$ cat config.mk
export PLATFORM = sky130hd
export DESIGN_NAME = eewsg_top
export DESIGN_NICKNAME = d
export VERILOG_FILES = /design/src/rtl/eewsg_pkg.sv /design/src/rtl/eewsg_gate_if.sv /design/src/rtl/eewsg_gate.sv /design/src/rtl/eewsg_top.sv
export VERILOG_INCLUDE_DIRS = /design/src /design/src/rtl
export SDC_FILE = /design/constraint.sdc
export NUM_CORES = 1
export LEC_CHECK = 0
export BUFFER_PORTS_ARGS = -buffer_cell sky130_fd_sc_hd__buf_2
export CORE_ASPECT_RATIO = 0.8
export CORE_UTILIZATION = 45
export CTS_CLUSTER_DIAMETER = 100
export CTS_CLUSTER_SIZE = 24
export DETAILED_ROUTE_END_ITERATION = 8
export GPL_TIMING_DRIVEN = 0
export PLACE_DENSITY = 0.76
export SLEW_MARGIN = 20
export SYNTH_ARGS = -nofsm -noshare
export SYNTH_HDL_FRONTEND = slang
export SYNTH_SLANG_ARGS = --single-unit
$ cat constraint.sdc
create_clock -name mclk -period 1.6 [get_ports mclk]
set_clock_uncertainty 0.15 [all_clocks]
set_input_delay 0.16 -clock mclk [delete_from_list [all_inputs] [get_ports mclk]]
set_output_delay 0.16 -clock mclk [all_outputs]
set_load 0.03 [all_outputs]
$ cat src/rtl/eewsg_defines.svh
// Constants for the EEPROM write-stretch glue
`ifndef EEWSG_DEFINES_SVH
`define EEWSG_DEFINES_SVH

// ****************************************************************
// Timing
// ****************************************************************
`define EEWSG_MCLK_NS        100
`define EEWSG_RECOVERY_NS    200
`define EEWSG_RECOVERY_CYC   ((`EEWSG_RECOVERY_NS + `EEWSG_MCLK_NS - 1) \
                              / `EEWSG_MCLK_NS)
`define EEWSG_NOWAIT_MAX_MHZ 6

// ****************************************************************
// Reset values
// ****************************************************************
`define EEWSG_GATE_RST       1'b1
`define EEWSG_CE_RST         1'b1
`define EEWSG_OE_RST         1'b1

`endif

$ cat src/rtl/eewsg_pkg.sv
// Types shared by the EEPROM write-stretch glue
`default_nettype none
package eewsg_pkg;

    // Program-gate sequencer phases
    typedef enum logic [1:0] {
        EEWSG_IDLE,
        EEWSG_ARMED,
        EEWSG_PROG,
        EEWSG_TERM
    } eewsg_phase_e;

    // Program-gate latch state
    typedef struct packed {
        eewsg_phase_e phase;
        logic         clk_q;
        logic         store_q;
        logic         fetch_q;
    } eewsg_gate_s;

endpackage
`default_nettype wire

$ cat src/rtl/eewsg_gate_if.sv
// Bundle between the glue top and its program-gate latch
`default_nettype none
interface eewsg_gate_if;
    logic hit;
    logic store_n;
    logic fetch_n;
    logic cpu_clk;
    logic strobe_mode;
    logic gate_n;
    logic term_pend;

    modport ctl  (output hit, store_n, fetch_n, cpu_clk, strobe_mode,
                  input  gate_n, term_pend);
    modport gate (input  hit, store_n, fetch_n, cpu_clk, strobe_mode,
                  output gate_n, term_pend);
endinterface
`default_nettype wire

$ cat src/rtl/eewsg_gate.sv
// Program-gate latch with arm, write-reset and preset sequencing
`default_nettype none
module eewsg_gate (
    input  wire logic  mclk,
    input  wire logic  reset_n,
    input  wire logic  clk_en,
    eewsg_gate_if.gate g
);

    eewsg_pkg::eewsg_gate_s s;
    eewsg_pkg::eewsg_gate_s next_s;
    logic                   fall_clk;
    logic                   fall_store;
    logic                   rise_fetch;

    // ************************************************************
    // Edge detection on processor strobes
    // ************************************************************
    assign fall_clk   = s.clk_q & ~g.cpu_clk;
    assign fall_store = s.store_q & ~g.store_n;
    assign rise_fetch = ~s.fetch_q & g.fetch_n;

    // Gate is low while programming or awaiting the terminating read
    assign g.gate_n    = !(s.phase == eewsg_pkg::EEWSG_PROG ||
                           s.phase == eewsg_pkg::EEWSG_TERM);
    assign g.term_pend = (s.phase == eewsg_pkg::EEWSG_TERM);

    // ************************************************************
    // Sequencer
    // ************************************************************
    always_comb begin
        next_s         = s;
        next_s.clk_q   = g.cpu_clk;
        next_s.store_q = g.store_n;
        next_s.fetch_q = g.fetch_n;
        case (s.phase)
            eewsg_pkg::EEWSG_IDLE: begin
                if (g.strobe_mode) begin
                    if (fall_store && g.hit)
                        next_s.phase = eewsg_pkg::EEWSG_PROG;
                end else if (!g.store_n && g.hit) begin
                    next_s.phase = eewsg_pkg::EEWSG_ARMED;
                end
            end
            eewsg_pkg::EEWSG_ARMED: begin
                // Arming lapses if the store ends before a clock fall
                if (fall_clk)
                    next_s.phase = eewsg_pkg::EEWSG_PROG;
                else if (g.store_n)
                    next_s.phase = eewsg_pkg::EEWSG_IDLE;
            end
            eewsg_pkg::EEWSG_PROG: begin
                // Held for the whole programming time until a read
                if (!g.fetch_n && g.hit)
                    next_s.phase = eewsg_pkg::EEWSG_TERM;
            end
            eewsg_pkg::EEWSG_TERM: begin
                if (rise_fetch)
                    next_s.phase = eewsg_pkg::EEWSG_IDLE;
            end
            default: next_s.phase = eewsg_pkg::EEWSG_IDLE;
        endcase
    end

    // Gate must come up high so nothing writes before the first store
    always_ff @(posedge mclk) begin
        if (!reset_n) begin
            s.phase   <= eewsg_pkg::EEWSG_IDLE;
            s.clk_q   <= 1'b0;
            s.store_q <= 1'b1;
            s.fetch_q <= 1'b1;
        end else if (clk_en) begin
            s <= next_s;
        end
    end
endmodule
`default_nettype wire

$ cat src/rtl/eewsg_top.sv
// EEPROM write-stretch glue between a processor bus and byte-wide memories
`default_nettype none
`include "eewsg_defines.svh"

// Behaviour
// - A decoded address hit selects the memory by pulling chip select low.
// - Clocked mode: store strobe arms the gate, next processor clock fall drops it.
// - Gate falls while address, data and control are held valid.
// - Chip select stays low only briefly in a write; its rise latches data.
// - Once low, the gate stays low until a terminating read.
// - A read during a pending write sets a write-reset latch.
// - Ordinary reads look the same for both memory types.
// - Strobe mode: falling store strobe with a hit drops the gate.
// - Strobe mode: address and control are stable when the gate falls.
// - Strobe mode: chip select is forced high within the same write cycle.
// - During the terminating read chip select is held high.
// - Fetch strobe rise with the reset latch set presets the gate high.
// - After gate rise chip select may pulse briefly for write recovery.
// - Normal reads assert chip select and the fetch strobe enables outputs.
// - Strobe mode needs no wait states up to 6 MHz processor clock.
// - Multiplexed address bits are latched before decode and the memory.
// - A 16-bit bus drives two byte memories in parallel, whole words.
module eewsg_top #(
    parameter int          ADDR_W = 20,
    parameter int          DATA_W = 16,
    parameter int          MEM_AW = 13,
    parameter logic [5:0]  BASE   = 6'h3f
) (
    input  wire logic                       mclk,
    input  wire logic                       reset_n,
    input  wire logic                       clk_en,
    input  wire logic                       strobe_mode,
    input  wire logic                       cpu_clk,
    input  wire logic                       ale,
    input  wire logic                       store_n,
    input  wire logic                       fetch_n,
    input  wire logic [ADDR_W-DATA_W-1:0]   addr_hi,
    input  wire logic [DATA_W-1:0]          ad_in,
    output logic      [DATA_W-1:0]          ad_out,
    output logic                            ad_oe_n,
    output logic      [MEM_AW-1:0]          mem_addr,
    input  wire logic [DATA_W-1:0]          mem_d_in,
    output logic      [DATA_W-1:0]          mem_d_out,
    output logic                            mem_d_oe_n,
    output logic                            mem_ce_n,
    output logic                            mem_we_n,
    output logic                            mem_oe_n
);

    localparam int          DEC_W = ADDR_W - MEM_AW - 1;
    localparam logic [2:0]  REC_CYC = 3'(`EEWSG_RECOVERY_CYC);

    // Whole state of the top in one record
    typedef struct packed {
        logic [ADDR_W-1:0] addr;
        logic [DATA_W-1:0] wdata;
        logic [DATA_W-1:0] rdata;
        logic              ad_oe_n;
        logic              d_oe_n;
        logic              ce_n;
        logic              we_n;
        logic              oe_n;
        logic              gate_q;
        logic [2:0]        rec_cnt;
    } eewsg_top_s;

    eewsg_top_s   s;
    eewsg_top_s   next_s;
    logic         hit;
    logic         write_on;
    logic         norm_read;
    eewsg_gate_if g ();

    // ************************************************************
    // Address decode and program-gate latch
    // ************************************************************
    // Decode looks only at the latched address, never the live bus
    assign hit = (s.addr[ADDR_W-1:MEM_AW+1] == BASE[DEC_W-1:0]);

    assign g.hit         = hit;
    assign g.store_n     = store_n;
    assign g.fetch_n     = fetch_n;
    assign g.cpu_clk     = cpu_clk;
    assign g.strobe_mode = strobe_mode;

    eewsg_gate u_gate (
        .mclk    (mclk),
        .reset_n (reset_n),
        .clk_en  (clk_en),
        .g       (g)
    );

    // Write window lasts only until the gate drops
    assign write_on  = hit && !store_n && g.gate_n;
    // Read with no pending write is an ordinary access
    assign norm_read = hit && !fetch_n && g.gate_n;

    // ************************************************************
    // Bus and memory strobes
    // ************************************************************
    always_comb begin
        next_s        = s;
        next_s.gate_q = g.gate_n;
        // Multiplexed address captured while ALE is high
        if (ale)
            next_s.addr = {addr_hi, ad_in};
        // Data frozen once the gate falls so both edges see it
        if (write_on)
            next_s.wdata = ad_in;
        // Recovery window opens as the gate rises
        if (!s.gate_q && g.gate_n)
            next_s.rec_cnt = REC_CYC;
        else if (s.rec_cnt != 3'h0)
            next_s.rec_cnt = s.rec_cnt - 3'h1;
        // Pending gate keeps chip select off during the ending read
        next_s.ce_n = !(write_on || norm_read ||
                        (hit && s.rec_cnt != 3'h0 && g.gate_n));
        next_s.we_n    = g.gate_n;
        next_s.oe_n    = !norm_read;
        next_s.d_oe_n  = !(hit && !store_n);
        next_s.ad_oe_n = !norm_read;
        next_s.rdata   = mem_d_in;
    end

    // Single state register; strobe mode reacts within one cycle
    always_ff @(posedge mclk) begin
        if (!reset_n) begin
            s.addr    <= '0;
            s.wdata   <= '0;
            s.rdata   <= '0;
            s.ad_oe_n <= 1'b1;
            s.d_oe_n  <= 1'b1;
            s.ce_n    <= `EEWSG_CE_RST;
            s.we_n    <= `EEWSG_GATE_RST;
            s.oe_n    <= `EEWSG_OE_RST;
            s.gate_q  <= `EEWSG_GATE_RST;
            s.rec_cnt <= 3'h0;
        end else if (clk_en) begin
            s <= next_s;
        end
    end

    // Outputs straight from the state record
    assign ad_out     = s.rdata;
    assign ad_oe_n    = s.ad_oe_n;
    assign mem_addr   = s.addr[MEM_AW:1];
    assign mem_d_out  = s.wdata;
    assign mem_d_oe_n = s.d_oe_n;
    assign mem_ce_n   = s.ce_n;
    assign mem_we_n   = s.we_n;
    assign mem_oe_n   = s.oe_n;
endmodule
`default_nettype wire

==> qor.yml, run 1 <==
critPathMaxStageDelay_ns: 0.36
slew_headroom_pct: 59.6
h-tree-depth: 3
pre_cts_slack_ns: -0.331
crit_cells: 5
arrival_ns: 1.67
viasPerCell: 4.59
track_usage_pct: 21.1
drive_gt1_share_pct: 39.9
power_frac_comb_pct: 21.2
fmax_ghz: 0.625
path_class: "reg -> reg"
antennaDiodeCount: 0
ioPinCount: 94
cts_sinks: 63
gr-total-overflow: 0
insertion_delay_ns: 0.34
synth_cells: 307
drc: 0
leakage_nw: 1.90
yosysWarnings: 0
worstPathRequired_ns: 1.67
cp_max_fo: 5
p_sw_share_pct: 28.5
status: "finished with violations"
tightest_slew_ns: 0.606
min_period_ns: 1.60
hold_violations: 0
p_int_w: 0.00261
fin_nets: 501
core-area_um2: 5910
drt_iter0_drc: 101
slew_violations: 0
synth_area_per_cell_um2: 8.99
power_density_nw_per_um2: 911
path_cells: "nand4_4 -> buf_6 -> o311ai_2 -> nand4_1 -> mux2i_1"
peakVddDrop_uv: 584
syn_to_final_growth_pct: 44.8
vias: 2480
crit_path_end_kind: "register"
ant_nets: 0
antenna_found_initial: 0
yosys.area_share.xor_xnor_pct: 0
violations: "negative setup slack"
p_switching_w: 0.00104
crit_slowest_cell: "dfxtp_2"
synth-simple-area-share_pct: 16.7
die_h_um: 72.1
grt_pass1_wl_mm: 10.1
die_area_um2: 6460
rsz0062_at_grt: "yes"
critPathLaunchType: "register"
fillers: 474
setup_viol: 1
synthAdderAreaFrac_pct: 0.906
synth_seq_area_share_pct: 45.7
clockBufferDepth: 2
cap_violations: 0
synth_compound_area_share_pct: 7.39
utilization_pct: 67.6
wl_per_cell_um: 12.1
cts_made_buffers: 9
clkTransAtPathRegs_ns: 0.07
finalSetupTns_ns: -0.00117
first_global_vias: 2217
clockPowerShare_pct: 32.1
seqPwrFrac_pct: 46.7
synthMuxAreaShare_pct: 12.7
clock-root-buffer: "clkbuf_8"
worst_slack_ns: -0.00117
synth_top_family_by_area: "simple AND/OR/NAND/NOR gates"
wl_mm: 6.52
die_w_um: 89.6
place_congestion: 0.815
min_path_cells: 2
rr_worst_depth: 5
grt_max_degree: 11
synth.distinct_cells: 37
path_delay_family: "flip-flops"
first_pass_iters: 4
portBuffers: 92
rows: 25
period_share_pct: 100
synth-seq-cells: 63
cts_tree: "yes"
syn_nets: 353
timing.hold.ws_ns: 0.00686
hp-class: "in -> reg"
start_util_pct: 46.7
cp.buffers_inverters: 1
synth_area_um2: 2760
hpwl_mm: 4.20
[routing by layer]
layer / GRT usage [%] / vias to the layer above / wire (um)
li1: - / 1266 / -
met2: 33.9 / 66 / 3250
met3: 7.62 / 11 / 318
met1: 26.0 / 1137 / 2850
met5: 0 / - / 0
met4: 7.41 / 0 / 104
[layout by cell type (no fill, tap or decap), types with 2 or more instances in the layout]
cell            n
buf_6           3
o21ai_0         3
nor2_1         37
dfxtp_1        57
buf_1           2
o31ai_1         2
nand2_1        48
nor4_1          2
mux2i_1        35
clkbuf_8       11
nand2b_1        2
inv_1           6
dfxtp_2         6
buf_2          95
clkbuf_1        7
buf_4          48
dlygate4sd3_1  40
a21oi_1        22
clkinv_2        3
inv_2           2
[flip-flops by register name (all words and copies together), names as in the netlist]
name	count
ad_out	16
mem_addr	13
mem_ce_n	1
mem_d_oe_n	1
mem_d_out	16
mem_oe_n	1
s	10
u_gate.s	5
[cell type report]
type | instances | area (um^2) | share of cell area [%]
sequential | 63 | 1270 | 31.7
multi-input combinational | 175 | 1070 | 26.8
clock buffer | 11 | 141 | 3.54
clock inverter | 4 | 22.5 | 0.563
timing repair buffer | 137 | 930 | 23.3
tap | 81 | 101 | 2.54
buffer | 61 | 432 | 10.8
inverter | 8 | 30.0 | 0.751
[repair_timing]
item / in CTS / in global routing
setup endpoints to repair: 19 / 22
setup buffers: 3 / 1
gates resized for setup: 4 / 9
pin swaps: 2 / 7
hold buffers: 40 / 0
cloned: 1 / 0
endpoints found under the hold margin: 54 / 0
[cells in the mapped netlist (all sizes together)]
library cell,count,area [um^2]
a21oi,22,110
a221oi,1,8.76
a22oi,1,7.51
a31oi,1,6.26
and2,1,6.26
buf,53,390
clkbuf,8,40.0
dfxtp,63,1260
ha,2,25.0
inv,8,30.0
mux2i,35,350
nand2,50,195
nand2b,3,21.3
nand3,1,5.00
nand3b,1,7.51
nand4,2,27.5
nor2,37,139
nor3,2,10.0
nor4,3,33.8
o2111ai,1,8.76
o211ai,1,7.51
o21ai,5,25.0
o22ai,1,6.26
o311ai,1,8.76
o31ai,2,15.0
or3,1,6.26
or3b,1,8.76
[kinds of logic (layout without fill, tap and decap cells)]
family | Yosys count | in the layout
and+or+nand+nor | 102 | 102
muxes | 35 | 35
AOI/OAI and AO/OA | 36 | 36
adders and majority gates | 2 | 2
buffers and inverters | 69 | 221
DFF | 63 | 63
[worst paths after layout]
kind | start | to | slack, ns
setup reg to reg | s[60] | u_gate.s[4] | -0.001
hold / removal | reset_n | mem_oe_n | 0.007
setup / recovery | s[60] | u_gate.s[4] | -0.001
hold reg to reg | mem_addr[7] | mem_addr[7] | 0.30
[power groups by stage]
stage                     logic [W]  registers [W]  clock network (W)
final                      0.000770        0.00170            0.00117
after global placement     0.000600        0.00173                  0
after floorplan            0.000443        0.00173                  0
after global routing       0.000857        0.00171            0.00128
after detailed placement   0.000624        0.00173                  0
after CTS                  0.000701        0.00170            0.00121
[per-stage QoR]
step	total power (W)	area, um^2	std cells
final	0.00364	4000	540
after global routing	0.00384	4000	540
after CTS	0.00361	3950	539
after detailed placement	0.00236	3330	480
after global placement	0.00233	3330	480
after floorplan	0.00217	2770	307
No activity file was read; power rests on OpenSTA's default activity.
==> inputs of run 2 (changes only) <==
--- a/config.mk
+++ b/config.mk
@@ -13,6 +13,7 @@
 export CTS_CLUSTER_SIZE = 24
 export DETAILED_ROUTE_END_ITERATION = 8
 export GPL_TIMING_DRIVEN = 0
+export HOLD_SLACK_MARGIN = 0.15
 export PLACE_DENSITY = 0.76
 export SLEW_MARGIN = 20
 export SYNTH_ARGS = -nofsm -noshare
==> qor.yml, run 2 (synthesized netlist as in run 1, its figures left out) <==
rr_worst_depth: 5
layout_commonest_cell: "buf_2"
violations: "negative hold slack"
path_delay_family: "simple AND/OR/NAND/NOR gates"
tightest_slew_ns: 0.599
hp-start: "cpu_clk"
core-area_um2: 5910
finalPower_w: 0.00365
clkTransAtPathRegs_ns: 0.07
slew_violations: 0
cts_tree: "yes"
h-tree-depth: 3
drt_iter0_drc: 117
status: "finished with violations"
drc: 0
hp-class: "in -> reg"
cts_sinks: 63
arrival_ns: 1.62
cp.buffers_inverters: 1
start_util_pct: 46.7
worst_slack_ns: 0.0310
crit_path_end_kind: "register"
timing.hold.ws_ns: -0.0510
critPathMaxStageDelay_ns: 0.36
first_pass_iters: 4
cp_max_fo: 5
pre_cts_slack_ns: -0.331
wl_per_cell_um: 12.1
crit_slowest_cell: "dfxtp_2"
drive_gt1_share_pct: 39.9
first_global_vias: 2230
power_density_nw_per_um2: 908
r2r_setup_slack_ns: 0.03
antennaDiodeCount: 0
peakVddDrop_uv: 583
utilization_pct: 68.0
gr-total-overflow: 0
placed_cell_area_um2: 3330
slew_headroom_pct: 60.1
ioPinCount: 94
critPathLaunchType: "register"
wl_mm: 6.55
holdBufCountCts: 42
min_period_ns: 1.57
worstPathRequired_ns: 1.65
hpwl_mm: 4.20
fillers: 473
track_usage_pct: 21.3
syn_to_final_growth_pct: 45.5
clock-root-buffer: "clkbuf_8"
min_path_cells: 3
holdPathEnd: "u_gate.s[2]"
portBuffers: 92
cap_violations: 0
antenna_found_initial: 0
rows: 25
viasPerCell: 4.58
path_cells: "nand4_4 -> buf_6 -> or3_4 -> a31oi_1 -> o211ai_1"
hold_violations: 1
rr_startpoint: "s[60]"
r2r-end: "mem_ce_n"
cts_made_buffers: 9
insertion_delay_ns: 0.34
leakage_nw: 1.91
grt_pass1_wl_mm: 10.1
vias: 2483
die_w_um: 89.6
fin_nets: 503
fmax_ghz: 0.637
ant_nets: 0
final_cell_area_um2: 4020
final_cell_mix: "buf_2 (96), dfxtp_1 (57), nand2_1 (48), buf_4 (48), dlygate4sd3_1 (42)"
path_class: "reg -> reg"
die_area_um2: 6460
period_share_pct: 98.1
die_h_um: 72.1
grt_max_degree: 11
setup_viol: 0
place_congestion: 0.815
clockBufferDepth: 2
-- run 2: per-stage QoR --
step,std cells,TNS [ns]
after floorplan,307,-0.0252
after global placement,480,-5.69
after detailed placement,480,-5.71
after CTS,541,-0.00708
after global routing,542,-0.0547
final,542,0
-- run 2: how the worst max path moves through the flow --
| stage | start | end | slack (ns) | cells after the start |
|---|---|---|---|---|
| finish | s[60] | mem_ce_n | 0.03 | 5 |
| global route | s[60] | u_gate.s[3] | -0.04 | 5 |
| CTS | s[0] | s[1] | -0.007 | 6 |
| detailed placement | store_n | mem_d_out[9] | -0.33 | 6 |
| global placement | store_n | mem_d_out[14] | -0.31 | 6 |
| floorplan | s[57] | mem_d_out[10] | -0.004 | 5 |
-- run 2: final cells by class --
cell class / count / area (um^2) / area share, %
buffer: 61 / 433 / 10.8
sequential: 63 / 1270 / 31.6
multi-input combinational: 175 / 1070 / 26.7
tap: 81 / 101 / 2.52
inverter: 8 / 30.0 / 0.747
clock inverter: 4 / 22.5 / 0.560
timing repair buffer: 139 / 950 / 23.6
clock buffer: 11 / 141 / 3.52
-- run 2: repair_timing --
item,in CTS,in global routing
pin swaps,2,6
gates cloned,1,0
hold endpoints to repair,60,2
endpoints found under the setup margin,19,24
buffers inserted,3,1
resized for setup,4,12
-- run 2: where the power goes --
| group | switching, W | internal [W] |
|---|---|---|
| sequential | 0.0000425 | 0.00166 |
| combinational | 0.000414 | 0.000363 |
| clock | 0.000582 | 0.000587 |
| total | 0.00104 | 0.00261 |
-- run 2: worst reg2reg max path: cells and delay by family, from the launching register on --
family                 cells  cell delay, ns
buffers and inverters      1            0.17
AOI/OAI and AO/OA          2            0.24
and+or+nand+nor            2            0.50
DFF                        1            0.36
-- run 2: layer usage --
layer	part of all wire (%)	track usage, %
met3	5.0	7.62
met2	50	34.4
met1	44	26.2
met5	0	0
met4	1.6	7.41
==> inputs of run 3 (changes only) <==
--- a/config.mk
+++ b/config.mk
@@ -6,6 +6,7 @@
 export SDC_FILE = /design/constraint.sdc
 export NUM_CORES = 1
 export LEC_CHECK = 0
+export ABC_AREA = 1
 export BUFFER_PORTS_ARGS = -buffer_cell sky130_fd_sc_hd__buf_2
 export CORE_ASPECT_RATIO = 0.8
 export CORE_UTILIZATION = 45
@@ -14,7 +15,7 @@
 export DETAILED_ROUTE_END_ITERATION = 8
 export GPL_TIMING_DRIVEN = 0
 export HOLD_SLACK_MARGIN = 0.15
-export PLACE_DENSITY = 0.76
+export PLACE_DENSITY = 0.75
 export SLEW_MARGIN = 20
 export SYNTH_ARGS = -nofsm -noshare
 export SYNTH_HDL_FRONTEND = slang
==> qor.yml, run 3 <==
synth_cells: 370
cts_made_buffers: 9
vias: 2718
grt_max_degree: 12
clockBufferDepth: 2
path_cells: "inv_1 -> ha_1 -> ha_2 -> o21ai_2 -> nand2_2 -> nor2_4 -> inv_1 -> nor2_1 -> a21oi_1 -> nor2_1"
slew_headroom_pct: 67.6
insertion_delay_ns: 0.34
grt_pass1_wl_mm: 11.3
ys_top_cells_by_count: "nor2_1 (85), dfxtp_1 (63), buf_4 (47), o21ai_0 (45), inv_1 (33)"
synth_area_um2: 2830
critPathLaunchType: "register"
drc: 0
cp.buffers_inverters: 2
yosysMostFrequentCell: "nor2_1"
path_delay_family: "simple AND/OR/NAND/NOR gates"
layout_commonest_cell: "buf_2"
die_w_um: 90.6
die_area_um2: 6600
antennaDiodeCount: 0
cts_sinks: 63
synth_area_per_cell_um2: 7.64
power_density_nw_per_um2: 959
viasPerCell: 4.47
slew_violations: 0
hp-class: "in -> reg"
hpwl_mm: 4.43
die_h_um: 72.9
track_usage_pct: 22.0
worstPathRequired_ns: 1.73
first_global_vias: 2552
crit_slowest_cell: "dfxtp_1"
finalSetupTns_ns: 0
status: "complete, no violations"
hold_violations: 0
first_pass_iters: 4
synth_area_leader_cell: "dfxtp_1"
peakVddDrop_uv: 605
fin_nets: 568
leakage_nw: 2.00
h-tree-depth: 3
final_cell_mix: "buf_2 (95), nor2_1 (84), dfxtp_1 (63)"
synth.distinct_cells: 26
cap_violations: 0
fmax_ghz: 0.670
critPathMaxStageDelay_ns: 0.30
rsz0062_at_grt: "no"
clock-root-buffer: "clkbuf_8"
synth-seq-cells: 63
setup_viol: 0
start_util_pct: 47.3
cts_tree: "yes"
yosysWarnings: 0
portBuffers: 91
min_period_ns: 1.49
crit_path_end_kind: "register"
place_congestion: 0.800
synth_ff_type: "dfxtp_1"
synth_seq_area_share_pct: 44.6
tightest_slew_ns: 0.486
synth_top_area_share_pct: 44.6
wl_per_cell_um: 11.5
syn_nets: 416
wl_mm: 7.00
synth_area_leaders: "dfxtp_1 (45%), buf_4 (12%), nor2_1 (11%), o21ai_0 (8.0%), a21oi_1 (4.4%)"
utilization_pct: 68.8
rows: 25
antenna_found_initial: 0
ioPinCount: 94
syn_to_final_growth_pct: 45.4
period_share_pct: 93.3
async_reset_ff_share_pct: 0
clkTransAtPathRegs_ns: 0.07
path_class: "reg -> reg"
gr-total-overflow: 0
drt_iter0_drc: 100
ant_nets: 0
drive_gt1_share_pct: 34.2
core-area_um2: 5970
arrival_ns: 1.62
synth_edf_count: 0
cp_max_fo: 4
==> run 3: changes by cell type after synthesis, moves of 3 or more <==
cell	before	now
buf_6	0	4
mux2i_1	35	0
nand3_1	1	5
nand2_2	0	3
o21ai_2	0	4
a21oi_1	22	25
nor2_1	37	85
o21ai_0	3	45
inv_1	6	33
nand2_1	49	19
o21ai_1	2	12
==> run 3: worst paths after layout <==
| kind | from | to | slack (ns) | cells past startpoint |
|---|---|---|---|---|
| worst max-delay path | s[0] | s[2] | 0.11 | 10 |
| worst min-delay path | ale | mem_addr[6] | 0.15 | 5 |
| worst max register to register | s[0] | s[2] | 0.11 | 10 |
| worst min register to register | mem_d_out[7] | mem_d_out[7] | 0.30 | 2 |
==> run 3: report_power, final <==
part | switching [W] | internal [W] | leakage (nW)
Combinational | 0.000406 | 0.000343 | 1.38
Clock | 0.000614 | 0.000871 | 0.102
Sequential | 0.0000452 | 0.00166 | 0.518
==> run 3: area by class of cell <==
type	instances	area [um^2]
fill	536	1870
sequential	63	1260
multi-input combinational	207	987
timing repair buffer	141	956
buffer	64	454
inverter	36	136
clock buffer	10	128
tap	81	101
clock inverter	6	85.1
==> run 3: through the flow <==
step | std cells | worst slack (ns) | hold WS [ns] | instance area [um^2] | power, W
6_report | 608 | 0.108 | 0.153 | 4110 | 0.00394
5_1_grt | 608 | 0.00268 | 0.199 | 4110 | 0.00414
4_1_cts | 608 | 0.0303 | 0.153 | 4100 | 0.00394
3_5_place_dp | 542 | 0.0492 | 0.242 | 3380 | 0.00237
3_3_place_gp | 542 | 0.104 | 0.236 | 3380 | 0.00236
2_1_floorplan | 370 | 0.183 | 0.136 | 2830 | 0.00219
==> run 3: cell families (layout without fill, tap and decap cells) <==
logic type	Yosys count	in the layout	synth area share [%]
AND/OR/NAND/NOR	116	116	17.0
buffers and inverters	100	257	20.9
AO/OA/AOI/OAI	89	89	16.6
flip-flops	63	63	44.6
adder cells (fa/ha/maj)	2	2	0.885
==> run 3: per-layer routing <==
layer | wire, um | global-route usage (%) | vias up
li1 | - | - | 1430
met1 | 3130 | 24.8 | 1200
met2 | 3380 | 39.4 | 72
met3 | 332 | 6.67 | 16
met4 | 155 | 8.78 | 0
met5 | 0 | 0 | -
==> run 3: timing repair <==
item | 4_1_cts | 5_1_grt
resized for setup | 0 | 4
hold buffers | 50 | 0
endpoints found under the hold margin | 62 | 0
setup endpoints to repair | 0 | 1
setup buffers | 0 | 0
==> run 3: tightest hold or removal path, cell delays in order <==
cell	delay, ns
buf_2	0.08
nand2_1	0.06
clkinv_1	0.18
nor2_1	0.06
nor2_1	0.08
